`src/design/msr_pkg.sv`:
```
// package for the monitor signal status registers
// assumes a parameter-address read port supplied by the drive's parameter engine
package msr_pkg;
  localparam logic [15:0] ADDR_LIVE  = 16'h1c0e;
  localparam logic [15:0] ADDR_SAVED = 16'h1c10;
  localparam logic [31:0] RESET_VAL  = 32'h0000_0000;
  localparam int          BIT_GEN_ERR     = 0;
  localparam int          BIT_HW_LIMIT    = 1;
  localparam int          BIT_OUT_RANGE   = 2;
  localparam int          BIT_QUICK_STOP  = 3;
  localparam int          BIT_MODE_ERR    = 4;
  localparam int          BIT_RS485       = 5;
  localparam int          BIT_FIELDBUS    = 6;
  localparam int          BIT_FOLLOW_ERR  = 8;
  localparam int          BIT_STO_A       = 10;
  localparam int          BIT_STO_B       = 11;
  localparam int          BIT_DC_LOW      = 13;
  localparam int          BIT_DC_HIGH     = 14;
  localparam int          BIT_PHASE_MISS  = 15;
  localparam int          BIT_ENCODER     = 16;
  localparam int          BIT_OT_MOTOR    = 17;
  localparam int          BIT_OT_POWER    = 18;
  localparam int          BIT_MEM_CARD    = 20;
  localparam int          BIT_OPT_FBUS    = 21;
  localparam int          BIT_OPT_ENC     = 22;
  localparam int          BIT_OPT_SAFE    = 23;
  localparam int          BIT_MOTOR_CONN  = 26;
  localparam int          BIT_OVERCURRENT = 27;
  localparam int          BIT_REF_FREQ    = 28;
  localparam int          BIT_STARTUP     = 30;
  localparam int          BIT_SYS_ERR     = 31;
  // positions that carry a condition; all others read zero
  localparam logic [31:0] USED_MASK = 32'hdcf7_ed7f;
endpackage

```
`src/design/msr_sig_if.sv`:
```
// interface carrying the live and saved monitor words between modules
// assumes one clock domain
interface msr_sig_if;
  logic [31:0] live;
  logic [31:0] saved;
  modport src (output live, input saved);
  modport lat (input live, output saved);
  modport rd  (input live, input saved);
endinterface

```
`src/design/msr_latch.sv`:
```
// sticky copy of the live monitor word
// assumes clear pulse from the fault-reset logic, synchronous to clk_sys
module msr_latch (
  // clock and reset
  input  wire logic clk_sys,
  input  wire logic rst,
  input  wire logic clk_en,
  // control
  input  wire logic fault_clr,
  // words
  msr_sig_if.lat    sig
);
  logic [31:0] saved_reg;
  logic [31:0] saved_next;

  // set wins over clear
  assign saved_next = (fault_clr ? 32'h0000_0000 : saved_reg) | (sig.live & msr_pkg::USED_MASK);
  assign sig.saved  = saved_reg;

  always_ff @(posedge clk_sys or posedge rst) begin
    if (rst)
      saved_reg <= msr_pkg::RESET_VAL;
    else if (clk_en)
      saved_reg <= saved_next;
  end
endmodule

```
`src/design/msr_read.sv`:
```
// parameter-address decode for the two read-only words
// assumes a one-cycle read strobe with address
module msr_read (
  // clock and reset
  input  wire logic        clk_sys,
  input  wire logic        rst,
  input  wire logic        clk_en,
  // request
  input  wire logic        rd_en,
  input  wire logic [15:0] rd_addr,
  // answer
  output logic      [31:0] rd_data,
  output logic             rd_valid,
  output logic             rd_err,
  // words
  msr_sig_if.rd            sig
);
  function automatic logic hit(input logic [15:0] a, input logic [15:0] b);
    return a == b;
  endfunction

  logic        hit_live;
  logic        hit_saved;
  logic [31:0] sel_word;

  assign hit_live  = hit(rd_addr, msr_pkg::ADDR_LIVE);
  assign hit_saved = hit(rd_addr, msr_pkg::ADDR_SAVED);
  assign sel_word  = hit_live ? sig.live : (hit_saved ? sig.saved : 32'h0000_0000);

  always_ff @(posedge clk_sys or posedge rst) begin
    if (rst) begin
      rd_data  <= 32'h0000_0000;
      rd_valid <= 1'b0;
      rd_err   <= 1'b0;
    end else if (clk_en) begin
      rd_valid <= rd_en;
      rd_err   <= rd_en & ~(hit_live | hit_saved);
      if (rd_en)
        rd_data <= sel_word;
    end
  end
endmodule

```
`src/design/msr_top.sv`:
```
// monitor signal status register bank: live and saved words
// assumes condition inputs synchronous to clk_sys, active high except safe_torque_off_inputs, which are active low
module msr_top (
  // clock and reset
  input  wire logic        clk_sys,
  input  wire logic        rst,
  input  wire logic        clk_en,
  // monitored conditions
  input  wire logic        general_error,
  input  wire logic        positive_limit_switch,
  input  wire logic        negative_limit_switch,
  input  wire logic        reference_switch,
  input  wire logic        out_of_range,
  input  wire logic        quick_stop_fieldbus,
  input  wire logic        mode_error,
  input  wire logic        rs485_fault,
  input  wire logic        fieldbus_fault,
  input  wire logic        following_error,
  input  wire logic [1:0]  safe_torque_off_inputs,
  input  wire logic        dc_bus_low,
  input  wire logic        dc_bus_high,
  input  wire logic        mains_phase_missing,
  input  wire logic        encoder_fault,
  input  wire logic        motor_overtemp,
  input  wire logic        power_stage_overtemp,
  input  wire logic [3:0]  module_fault,
  input  wire logic        motor_connection_fault,
  input  wire logic        motor_overcurrent,
  input  wire logic        ref_freq_high,
  input  wire logic        startup_fault,
  input  wire logic        system_error,
  // fault reset
  input  wire logic        fault_clr,
  // parameter read port
  input  wire logic        rd_en,
  input  wire logic [15:0] rd_addr,
  output logic      [31:0] rd_data,
  output logic             rd_valid,
  output logic             rd_err,
  // direct views
  output logic      [31:0] monitor_signals_live,
  output logic      [31:0] monitor_signals_saved
);
  msr_sig_if sig ();

  logic [31:0] live_raw;
  logic [31:0] live_reg;

  // active-high condition map, 1 = activated
  always_comb begin
    live_raw = 32'h0000_0000;
    live_raw[msr_pkg::BIT_GEN_ERR]     = general_error;
    live_raw[msr_pkg::BIT_HW_LIMIT]    = positive_limit_switch | negative_limit_switch | reference_switch;
    live_raw[msr_pkg::BIT_OUT_RANGE]   = out_of_range;
    live_raw[msr_pkg::BIT_QUICK_STOP]  = quick_stop_fieldbus;
    live_raw[msr_pkg::BIT_MODE_ERR]    = mode_error;
    live_raw[msr_pkg::BIT_RS485]       = rs485_fault;
    live_raw[msr_pkg::BIT_FIELDBUS]    = fieldbus_fault;
    live_raw[msr_pkg::BIT_FOLLOW_ERR]  = following_error;
    live_raw[msr_pkg::BIT_STO_A]       = ~safe_torque_off_inputs[0];
    live_raw[msr_pkg::BIT_STO_B]       = ~safe_torque_off_inputs[1];
    live_raw[msr_pkg::BIT_DC_LOW]      = dc_bus_low;
    live_raw[msr_pkg::BIT_DC_HIGH]     = dc_bus_high;
    live_raw[msr_pkg::BIT_PHASE_MISS]  = mains_phase_missing;
    live_raw[msr_pkg::BIT_ENCODER]     = encoder_fault;
    live_raw[msr_pkg::BIT_OT_MOTOR]    = motor_overtemp;
    live_raw[msr_pkg::BIT_OT_POWER]    = power_stage_overtemp;
    live_raw[msr_pkg::BIT_MEM_CARD]    = module_fault[0];
    live_raw[msr_pkg::BIT_OPT_FBUS]    = module_fault[1];
    live_raw[msr_pkg::BIT_OPT_ENC]     = module_fault[2];
    live_raw[msr_pkg::BIT_OPT_SAFE]    = module_fault[3];
    live_raw[msr_pkg::BIT_MOTOR_CONN]  = motor_connection_fault;
    live_raw[msr_pkg::BIT_OVERCURRENT] = motor_overcurrent;
    live_raw[msr_pkg::BIT_REF_FREQ]    = ref_freq_high;
    live_raw[msr_pkg::BIT_STARTUP]     = startup_fault;
    live_raw[msr_pkg::BIT_SYS_ERR]     = system_error;
  end

  always_ff @(posedge clk_sys or posedge rst) begin
    if (rst)
      live_reg <= msr_pkg::RESET_VAL;
    else if (clk_en)
      live_reg <= live_raw & msr_pkg::USED_MASK;
  end

  // one map feeds both words
  assign sig.live = live_reg;

  msr_latch u_latch (
    .clk_sys   (clk_sys),
    .rst       (rst),
    .clk_en    (clk_en),
    .fault_clr (fault_clr),
    .sig       (sig)
  );

  msr_read u_read (
    .clk_sys  (clk_sys),
    .rst      (rst),
    .clk_en   (clk_en),
    .rd_en    (rd_en),
    .rd_addr  (rd_addr),
    .rd_data  (rd_data),
    .rd_valid (rd_valid),
    .rd_err   (rd_err),
    .sig      (sig)
  );

  assign monitor_signals_live  = live_reg;
  assign monitor_signals_saved = sig.saved;
endmodule
```
`config.mk`:
```
export PLATFORM = sky130hd
export DESIGN_NAME = msr_top
export DESIGN_NICKNAME = d
export VERILOG_FILES = /design/src/design/msr_pkg.sv /design/src/design/msr_sig_if.sv /design/src/design/msr_latch.sv /design/src/design/msr_read.sv /design/src/design/msr_top.sv
export SDC_FILE = /design/constraint.sdc
export NUM_CORES = 1
export LEC_CHECK = 0
export ABC_AREA = 1
export BUFFER_PORTS_ARGS = -buffer_cell sky130_fd_sc_hd__clkbuf_2
export CAP_MARGIN = 10
export CELL_PAD_IN_SITES_DETAIL_PLACEMENT = 1
export CELL_PAD_IN_SITES_GLOBAL_PLACEMENT = 2
export CORE_AREA = 2 2 117 119
export CTS_BUF_LIST = sky130_fd_sc_hd__clkbuf_8
export CTS_CLUSTER_DIAMETER = 50
export DETAILED_ROUTE_END_ITERATION = 10
export DIE_AREA = 0 0 119 121
export PLACE_DENSITY_LB_ADDON = 0.1
export SLEW_MARGIN = 40
export SYNTH_ARGS = -nofsm -noshare
export SYNTH_HDL_FRONTEND = slang
export SYNTH_SLANG_ARGS = --single-unit
```
`constraint.sdc`:
```
create_clock -name clk_sys -period 2.5 [get_ports clk_sys]
set_input_delay 0.375 -clock clk_sys [delete_from_list [all_inputs] [get_ports clk_sys]]
set_output_delay 0.375 -clock clk_sys [all_outputs]
set_load 0.03 [all_outputs]
```
* Yosys cells after proc, flatten, opt, wreduce, memory -nomap -nowiden
Index checks and enable logic that the tools add are counted.
** Storage, ports and cells
- Bits in latches :: 0
- Output and inout port bits :: 98
- Input bits :: 48
- Memories kept :: 0
- Word-level logic and storage cells :: 19
- Bits in writable memories :: 0
- Bits in registers :: 91
- Bits in read-only memories :: 0
** Cells by class
- Order comparisons :: 0
- $add $sub $neg :: 0
- Shift operators :: 0
- Bitwise logic cells :: 8
- Equal/unequal tests :: 2
- Reductions and logical operators :: 1
- Multipliers :: 0
- Div/mod/pow operators :: 0
- Muxes and demuxes :: 3
** Operators with widths (number)
- $mux 32 :: 3
- $eq 16x13->1 const B :: 2
- $or 32x32->32 :: 1
- $not 1->1 :: 3
- $or 1x1->1 :: 3
- $reduce_and 2->1 :: 1
- $and 1x1->1 :: 1

* Logic depth before layout (Yosys ltp)
Gate-level depths: netlist of run 1.
- Depth in word-level cells :: 4
- Depth in mapped cells :: 9
- Depth with buffers taken out :: 8

* Hierarchy
From an unflattened synthesis of run 1, not the netlist that was laid out.
** Second synthesis, totals
- Cells, all modules :: 511
- Area total of the unflattened synthesis :: 4371.7 µm²
** By module, submodules not included
- msr_read :: instances 1, cells an instance 282, area an instance 2294.7 µm², seq. area each 850.8 µm²
- msr_top :: instances 1, cells an instance 114, area an instance 1054.8 µm², seq. area each 625.6 µm²
- msr_latch :: instances 1, cells an instance 115, area an instance 1022.2 µm², seq. area each 625.6 µm²

* Worst setup path before layout of run 1
No wires, ideal clock.
- Path kind :: input port to flip-flop
- Start point :: in rd_addr[15]
- End point :: reg u_read.rd_data[1]
- Data required time :: 2.434 ns
- Cell stages on the path :: 8
- Path slack :: 1.303 ns
- Data arrival time :: 1.131 ns
- Cell sequence :: nor2_1 > nand3_1 > nor2_4 > buf_4 > nand3_1 > nand2_1 > nand2_1 > nand2_1
** Between the ends
- Longest elaborated chain between the ends :: 3
- Elaborated cells between the ends (all ways) :: 4
- Those cells by class :: eq/ne: 2; mux: 2
** RTL lines
- from (decl) :: RTL line msr_top.sv:36 : input wire logic [15:0] rd_addr,
- $eq 16x13->1 :: RTL line msr_read.sv:19 : return a == b;
- $mux 32 :: RTL line msr_read.sv:28 : assign sel_word = hit_live ? sig.live : (hit_saved ? sig.saved : 32'h0000_0000);
- $mux 32 * :: RTL line msr_read.sv:28
- to (signal assigned) :: RTL line msr_read.sv:39 : rd_data <= sel_word;
- to (decl) :: RTL line msr_read.sv:12 : output logic [31:0] rd_data,
Mark *: on every way between the ends. The rest lies on a longest branch, timed or not.
A chain may end at the register's enable or synchronous reset.

* Worst setup path in the final report of run 1
- Start point :: reg live_reg[10] (netlist: monitor_signals_live[10])
- End point :: out monitor_signals_live[10]
** RTL lines
- from (decl) :: RTL line msr_top.sv:47 : logic [31:0] live_reg;
- from (signal assigned) :: RTL line msr_top.sv:81 : live_reg <= msr_pkg::RESET_VAL;
- from (signal assigned) :: RTL line msr_top.sv:83 : live_reg <= live_raw & msr_pkg::USED_MASK;
- to (decl) :: RTL line msr_top.sv:41 : output logic [31:0] monitor_signals_live,
No word-level cell between the ends.

==> results.tsv, run 1 <==
stage	metric	value	unit
critical_path	criticalPathCategory	register to primary output	
floorplanning	ios	146	
critical_path	cp_num_buf_inv	1	
finish	multi_input_area	1306	µm²
routing	vias_per_cell	4.364	
synthesis	ys_top_cells_by_area	dfrtp_1 53%, nand2_1 17%, nand3_1 7.2%	
run	drv_cap	0	
critical_path	slowest_stage	dfrtp_1	
critical_path	cp.arrival	1.02	ns
finish	n_fill_cell	1623	
cts	clk_path_buf_depth	2	
cts	cts_hold_buf	1	
critical_path	cp_cell_sequence	clkbuf_2	
placed_design	gp_congestion	0.7104	
routing	drt-initial-drc-count	119	
run_status	status	completed	
cts	numCtsBuffers	9	
global_route	grt_pass1_vias	3209	
synthesis	yosysSeqAreaShare	0.5340	
finish	syn2layout_area_growth	22.12	%
routing	first_pass_iters	4	
sta	fin_crit_sh	0.5579	
floorplanning	start_util	0.2758	
finish	drive_above_1_share	0.2754	
pwr	powerDensity	641.8	nW/µm²
sta	finalMaxSlewViolations	0	
critical_path	start_kind	register	
sta	worst_pin_slew	0.7354	ns
cts	cts.clk_slew.worst_paths	0.08	ns
cts	cts-root-buf	clkbuf_8	
synthesis	synth_top_area_cell	dfrtp_1	
sta	finalWorstSetupSlack	1.105	ns
synthesis	avgSynthCellArea	8.372	µm²
sta	finalSetupViolations	0	
pwr	p_leak	2.488	nW
routing	ant_nets	0	
finish	nets	596	
synthesis	ys_warn_count	0	
synthesis	netlist_area	3608	µm²
sta	layout_min_cycle_time	1.395	ns
placed_design	placedCellCount	712	
routing	drc	0	
cts	clk_latency	0.35	ns
global_route	grt_pass1_wl	17.37	mm
routing	via_count	3177	
global_route	grtUsageTotal	0.1569	
finish	seqCellArea	1927	µm²
global_route	antenna_found_initial	0	
sta	fmax	0.7170	GHz
cts	h-tree-depth	3	
placed_design	place_ws	0.7073	ns
placed_design	hpwl	7.103	mm
sta	skew	0.004310	ns
floorplanning	dieArea	14400	µm²
sta	holdWs	0.2115	ns
critical_path	required	2.12	ns
min_path	worstHoldPathType	input port to register	
critical_path	worst_path_dominant_cell_family	flip-flops	
synthesis	synth_top_area_frac	0.5340	
sta	tns	0	ns
sta	grt_setup_unrepaired	false	
cts	post_cts_buffers	0	
critical_path	cp-end-kind	primary output	
floorplanning	die_h	121	µm
sta	hold_viol	0	
synthesis	syn_inst	431	
pwr	total_power	2.828	mW
cts	cts.sinks	77	
pwr	peakVddDrop	0.1822	mV
routing	routed_wl	10.92	mm
global_route	grt_max_degree	55	
critical_path	critPathMaxStageDelay	0.44	ns
placed_design	place_area	4238	µm²
cts	cts.repair.resized	0	
placed_design	port_buffers	124	
global_route	overflow	0	
floorplanning	die_w	119	µm
finish	fin_cells	728	
routing	drt-wirelength-per-cell	15.00	µm
finish	design_area	4407	µm²
finish	n_antenna_cell	0	
sta	slew_headroom	0.5085	
cts	cts_tree	done	
floorplanning	coreArea	13090	µm²
synthesis	ys_seq_elements	77	
finish	post-route-util	0.3368	
critical_path	cp_max_fo	4	
floorplanning	fp-row-count	42	
synthesis	synthDistinctLibCells	18	
area by class of cell:
class | instances | area share
clock buffers | 10 | 0.03123
clock inverters | 5 | 0.004827
inverters | 30 | 0.02584
multi-input cells | 300 | 0.2964
flip-flops and latches | 77 | 0.4373
well taps | 176 | 0.04997
repair buffers | 130 | 0.1545
final timing paths:
path                                                      start                                   end  slack (ns)  depth (start not counted)
hold / removal                        safe_torque_off_inputs[1]  monitor_signals_live[11]$_DFFE_PP0P_        0.21                          2
max in group asynchronous                                   rst     u_latch.sig.saved[22]$_DFFE_PP0P_        1.30                          4
setup / recovery           monitor_signals_live[10]$_DFFE_PP0P_              monitor_signals_live[10]        1.11                          1
setup reg to reg           monitor_signals_live[10]$_DFFE_PP0P_        u_read.rd_data[10]$_DFFE_PP0P_        1.69                          4
min in group asynchronous                                   rst   monitor_signals_live[2]$_DFFE_PP0P_        0.55                          3
hold reg to reg                       u_read.rd_err$_DFFE_PP0P_             u_read.rd_err$_DFFE_PP0P_        0.48                          2
placed cells by master (no fill, tap or decap):
| master | n |
|---|---|
| dlygate4sd3_1 | 1 |
| clkbuf_2 | 124 |
| nor2_1 | 6 |
| conb_1 | 21 |
| inv_1 | 30 |
| nand3_1 | 52 |
| nor2_2 | 2 |
| buf_4 | 4 |
| o21ai_0 | 47 |
| clkinv_2 | 3 |
| nand2_2 | 2 |
| a22o_1 | 3 |
| dfrtp_1 | 77 |
| buf_12 | 1 |
| nor3_1 | 1 |
| nand2_1 | 162 |
| clkbuf_8 | 10 |
| nor2_4 | 4 |
| inv_2 | 2 |
layer usage:
| metal | vias to the layer above | global-route usage | wire, µm |
|---|---|---|---|
| met4 | 0 | 0.05580 | 140 |
| li1 | 1548 | - | - |
| met5 | - | 0 | 0 |
| met2 | 91 | 0.2540 | 5139 |
| met1 | 1528 | 0.2094 | 5097 |
| met3 | 10 | 0.03102 | 540 |
cell families after synthesis:
family          synth area share
compound gates           0.07247
buf+inv                   0.1248
flops                     0.5340
other cells             0.001039
simple gates              0.2677
synth_stat cells:
library cell	instances
a22o_1	3
buf_2	4
buf_4	22
buf_6	6
clkbuf_1	8
clkbuf_8	4
conb_1	1
dfrtp_1	77
inv_1	29
inv_2	1
nand2_1	162
nand2_2	2
nand3_1	52
nor2_1	6
nor2_2	2
nor2_4	4
nor3_1	1
o21ai_0	47
power breakdown:
part           leakage (nW)  switching [mW]  internal [mW]
registers             0.966          0.0876           1.34
logic                  1.43           0.435          0.145
clock network        0.0957           0.447          0.369
No activity file was read; power rests on OpenSTA's default activity.
==> inputs of run 2 (changes only) <==
Settings changed: CORE_AREA 2 2 117 119 to 2 2 124 126, DIE_AREA 0 0 119 121 to 0 0 126 128.
Clock period 2.5 ns to 1.1 ns, I/O delays scaled along.
==> run 2 against run 1 <==
Effect of this change: the flow now finishes with violations (setup timing); non-clock buffer count grew 103; sequential share of layout area shrank 12 points; utilization grew 7.5 points; sequential cell count is the same; count of clock-buffer cells in the layout is the same; worst setup slack lost 1.1 ns; sequential power grew 130%; wire length grew 17%; register-to-register slack lost 1.6 ns; critical path type unchanged.
==> results.tsv, run 2 (synthesis gave the netlist of run 1 again) <==
stage	metric	value	unit	change
cts	numCtsBuffers	9		unchanged
pwr	p_leak	3.254	nW	+31%
run	drv_cap	0		unchanged
cts	clk_path_buf_depth	2		unchanged
critical_path	setup.worst_path.start	u_read.rd_data[4]$_DFFE_PP0P_		
routing	drc	0		unchanged
min_path	worstHoldPathType	input port to register		
global_route	grtUsageTotal	0.1579		+0.0009734
sta	finalMaxSlewViolations	0		unchanged
min_path	holdCritStartpoint	general_error		
finish	seqCellArea	1927	µm²	unchanged
finish	n_antenna_cell	0		unchanged
finish	drive_above_1_share	0.3689		+0.09354
global_route	antenna_found_initial	0		unchanged
sta	grt_setup_unrepaired	true		
floorplanning	die_w	126	µm	+5.9%
critical_path	cp_cell_sequence	buf_8		
floorplanning	dieArea	16130	µm²	+12%
routing	routed_wl	12.79	mm	+17%
pwr	total_power	7.812	mW	+180%
global_route	grt_pass1_vias	3745		+17%
floorplanning	ios	146		unchanged
cts	cts-root-buf	clkbuf_8		
finish	syn2layout_area_growth	69.73	%	
sta	hold_viol	0		unchanged
global_route	grt_pass1_wl	19.62	mm	+13%
run_status	violations	setup timing		
critical_path	critPathMaxStageDelay	0.43	ns	about the same
critical_path	slowest_stage	dfrtp_1		
sta	finalSetupViolations	18		+18
pwr	powerDensity	1276	nW/µm²	+99%
placed_design	port_buffers	124		unchanged
critical_path	cp_num_buf_inv	1		unchanged
sta	layout_min_cycle_time	1.117	ns	
cts	clk_latency	0.37	ns	+0.02 ns
routing	via_count	3605		+13%
finish	post-route-util	0.4120		+0.07526
cts	cts_tree	done		
placed_design	gp_congestion	0.6950		-2.2%
cts	cts.clk_slew.worst_paths	0.09	ns	about the same
finish	nets	699		+17%
critical_path	required	0.94	ns	-1.18 ns
global_route	overflow	0		unchanged
critical_path	worstReg2RegStart	monitor_signals_live[10]$_DFFE_PP0P_		
floorplanning	fp-row-count	45		+7.1%
routing	drt-wirelength-per-cell	15.15	µm	+1.1%
finish	final_cell_mix	162 x nand2_1, 85 x buf_4, 77 x dfrtp_1, 76 x buf_8, 52 x nand3_1		
floorplanning	coreArea	14860	µm²	+14%
routing	first_pass_iters	4		unchanged
cts	h-tree-depth	3		unchanged
critical_path	cp-end-kind	primary output		
routing	drt-initial-drc-count	113		-5.0%
finish	layout_commonest_cell	nand2_1		
routing	ant_nets	0		unchanged
finish	multi_input_area	1306	µm²	unchanged
placed_design	hpwl	7.919	mm	+11%
critical_path	cp_max_fo	2		-2
floorplanning	die_h	128	µm	+5.8%
critical_path	criticalPathCategory	register to primary output		
sta	fin_crit_sh	1.016		
critical_path	worst_path_dominant_cell_family	flip-flops		
routing	vias_per_cell	4.271		-2.1%
finish	n_fill_cell	1784		+9.9%
sta	skew	0.007450	ns	+0.003140 ns
floorplanning	start_util	0.2428		-0.03301
sta	tns	-0.1357	ns	-0.1357 ns
global_route	grt_max_degree	78		+42%
sta	finalWorstSetupSlack	-0.01725	ns	-1.123 ns
cts	cts.sinks	77		unchanged
sta	fmax	0.8951	GHz	
pwr	peakVddDrop	0.7098	mV	+290%
critical_path	cp.arrival	0.95	ns	-0.07 ns
run_status	status	finished, violations left		
critical_path	start_kind	register		
## run 2: cell count changes in the layout (fill, tap and decap cells not counted), moves of 7 or more
cell,before,now
buf_4,4,85
buf_12,1,8
dlygate4sd3_1,1,16
clkbuf_2,124,47
buf_8,0,76
## run 2: area by class of cell
class / instances / share of cell area
Sequential cell: 77 / 0.3146
Clock inverter: 6 / 0.008784
Multi-Input combinational cell: 300 / 0.2133
Inverter: 30 / 0.01900
Timing Repair Buffer: 233 / 0.3835
Clock buffer: 10 / 0.02247
Tap cell: 188 / 0.03841
## run 2: repair_timing
| action | in CTS | in global routing |
|---|---|---|
| endpoints found under the setup margin | 77 | 77 |
| setup buffers | 53 | 24 |
| hold buffers | 16 | 0 |
| gates resized for setup | 154 | 76 |
| hold endpoints to repair | 92 | 0 |
| gates cloned | 0 | 0 |
## run 2: metal layers
layer | global-route usage | up-vias | wire (µm)
li1 | - | 1761 | -
met1 | 0.1955 | 1748 | 5527
met2 | 0.2698 | 81 | 6519
met3 | 0.03422 | 15 | 493
met4 | 0.06076 | 0 | 249
met5 | 0 | - | 0
## run 2: path summary, 6_finish.rpt
path / endpoint / slack [ns] / cells after the start
worst min-delay path: monitor_signals_live[0]$_DFFE_PP0P_ / 0.006 / 3
max in group asynchronous: monitor_signals_live[21]$_DFFE_PP0P_ / 0.30 / 4
worst max-delay path: rd_data[4] / -0.02 / 1
worst max register to register: u_read.rd_data[10]$_DFFE_PP0P_ / 0.07 / 6
min in group asynchronous: monitor_signals_live[2]$_DFFE_PP0P_ / 0.41 / 4
worst min register to register: u_read.rd_data[20]$_DFFE_PP0P_ / 0.54 / 2
## run 2: through the flow
| stage | cell area, µm² | cells | hold slack (ns) | worst slack (ns) |
|---|---|---|---|---|
| 2_1_floorplan | 3687 | 451 | 0.2767 | 0.06710 |
| 3_3_place_gp | 4425 | 735 | 0.3104 | -0.04459 |
| 3_5_place_dp | 4425 | 735 | 0.3121 | -0.07295 |
| 4_1_cts | 5849 | 820 | 0.001205 | -0.06139 |
| 5_1_grt | 6125 | 844 | 0.01085 | -0.06658 |
| 6_report | 6125 | 844 | 0.006269 | -0.01725 |
## run 2: worst min-delay path, delay by kind of cell
kind,cells,cell delay (ns)
AO/OA/AOI/OAI,1,0.06
buffers and inverters,1,0.08
AND/OR/NAND/NOR,1,0.04
## run 2: report_power, final
part | internal [mW] | switching [mW]
registers | 3.06 | 0.228
logic | 1.16 | 1.17
clock network | 1.09 | 1.11
total | 5.31 | 2.51
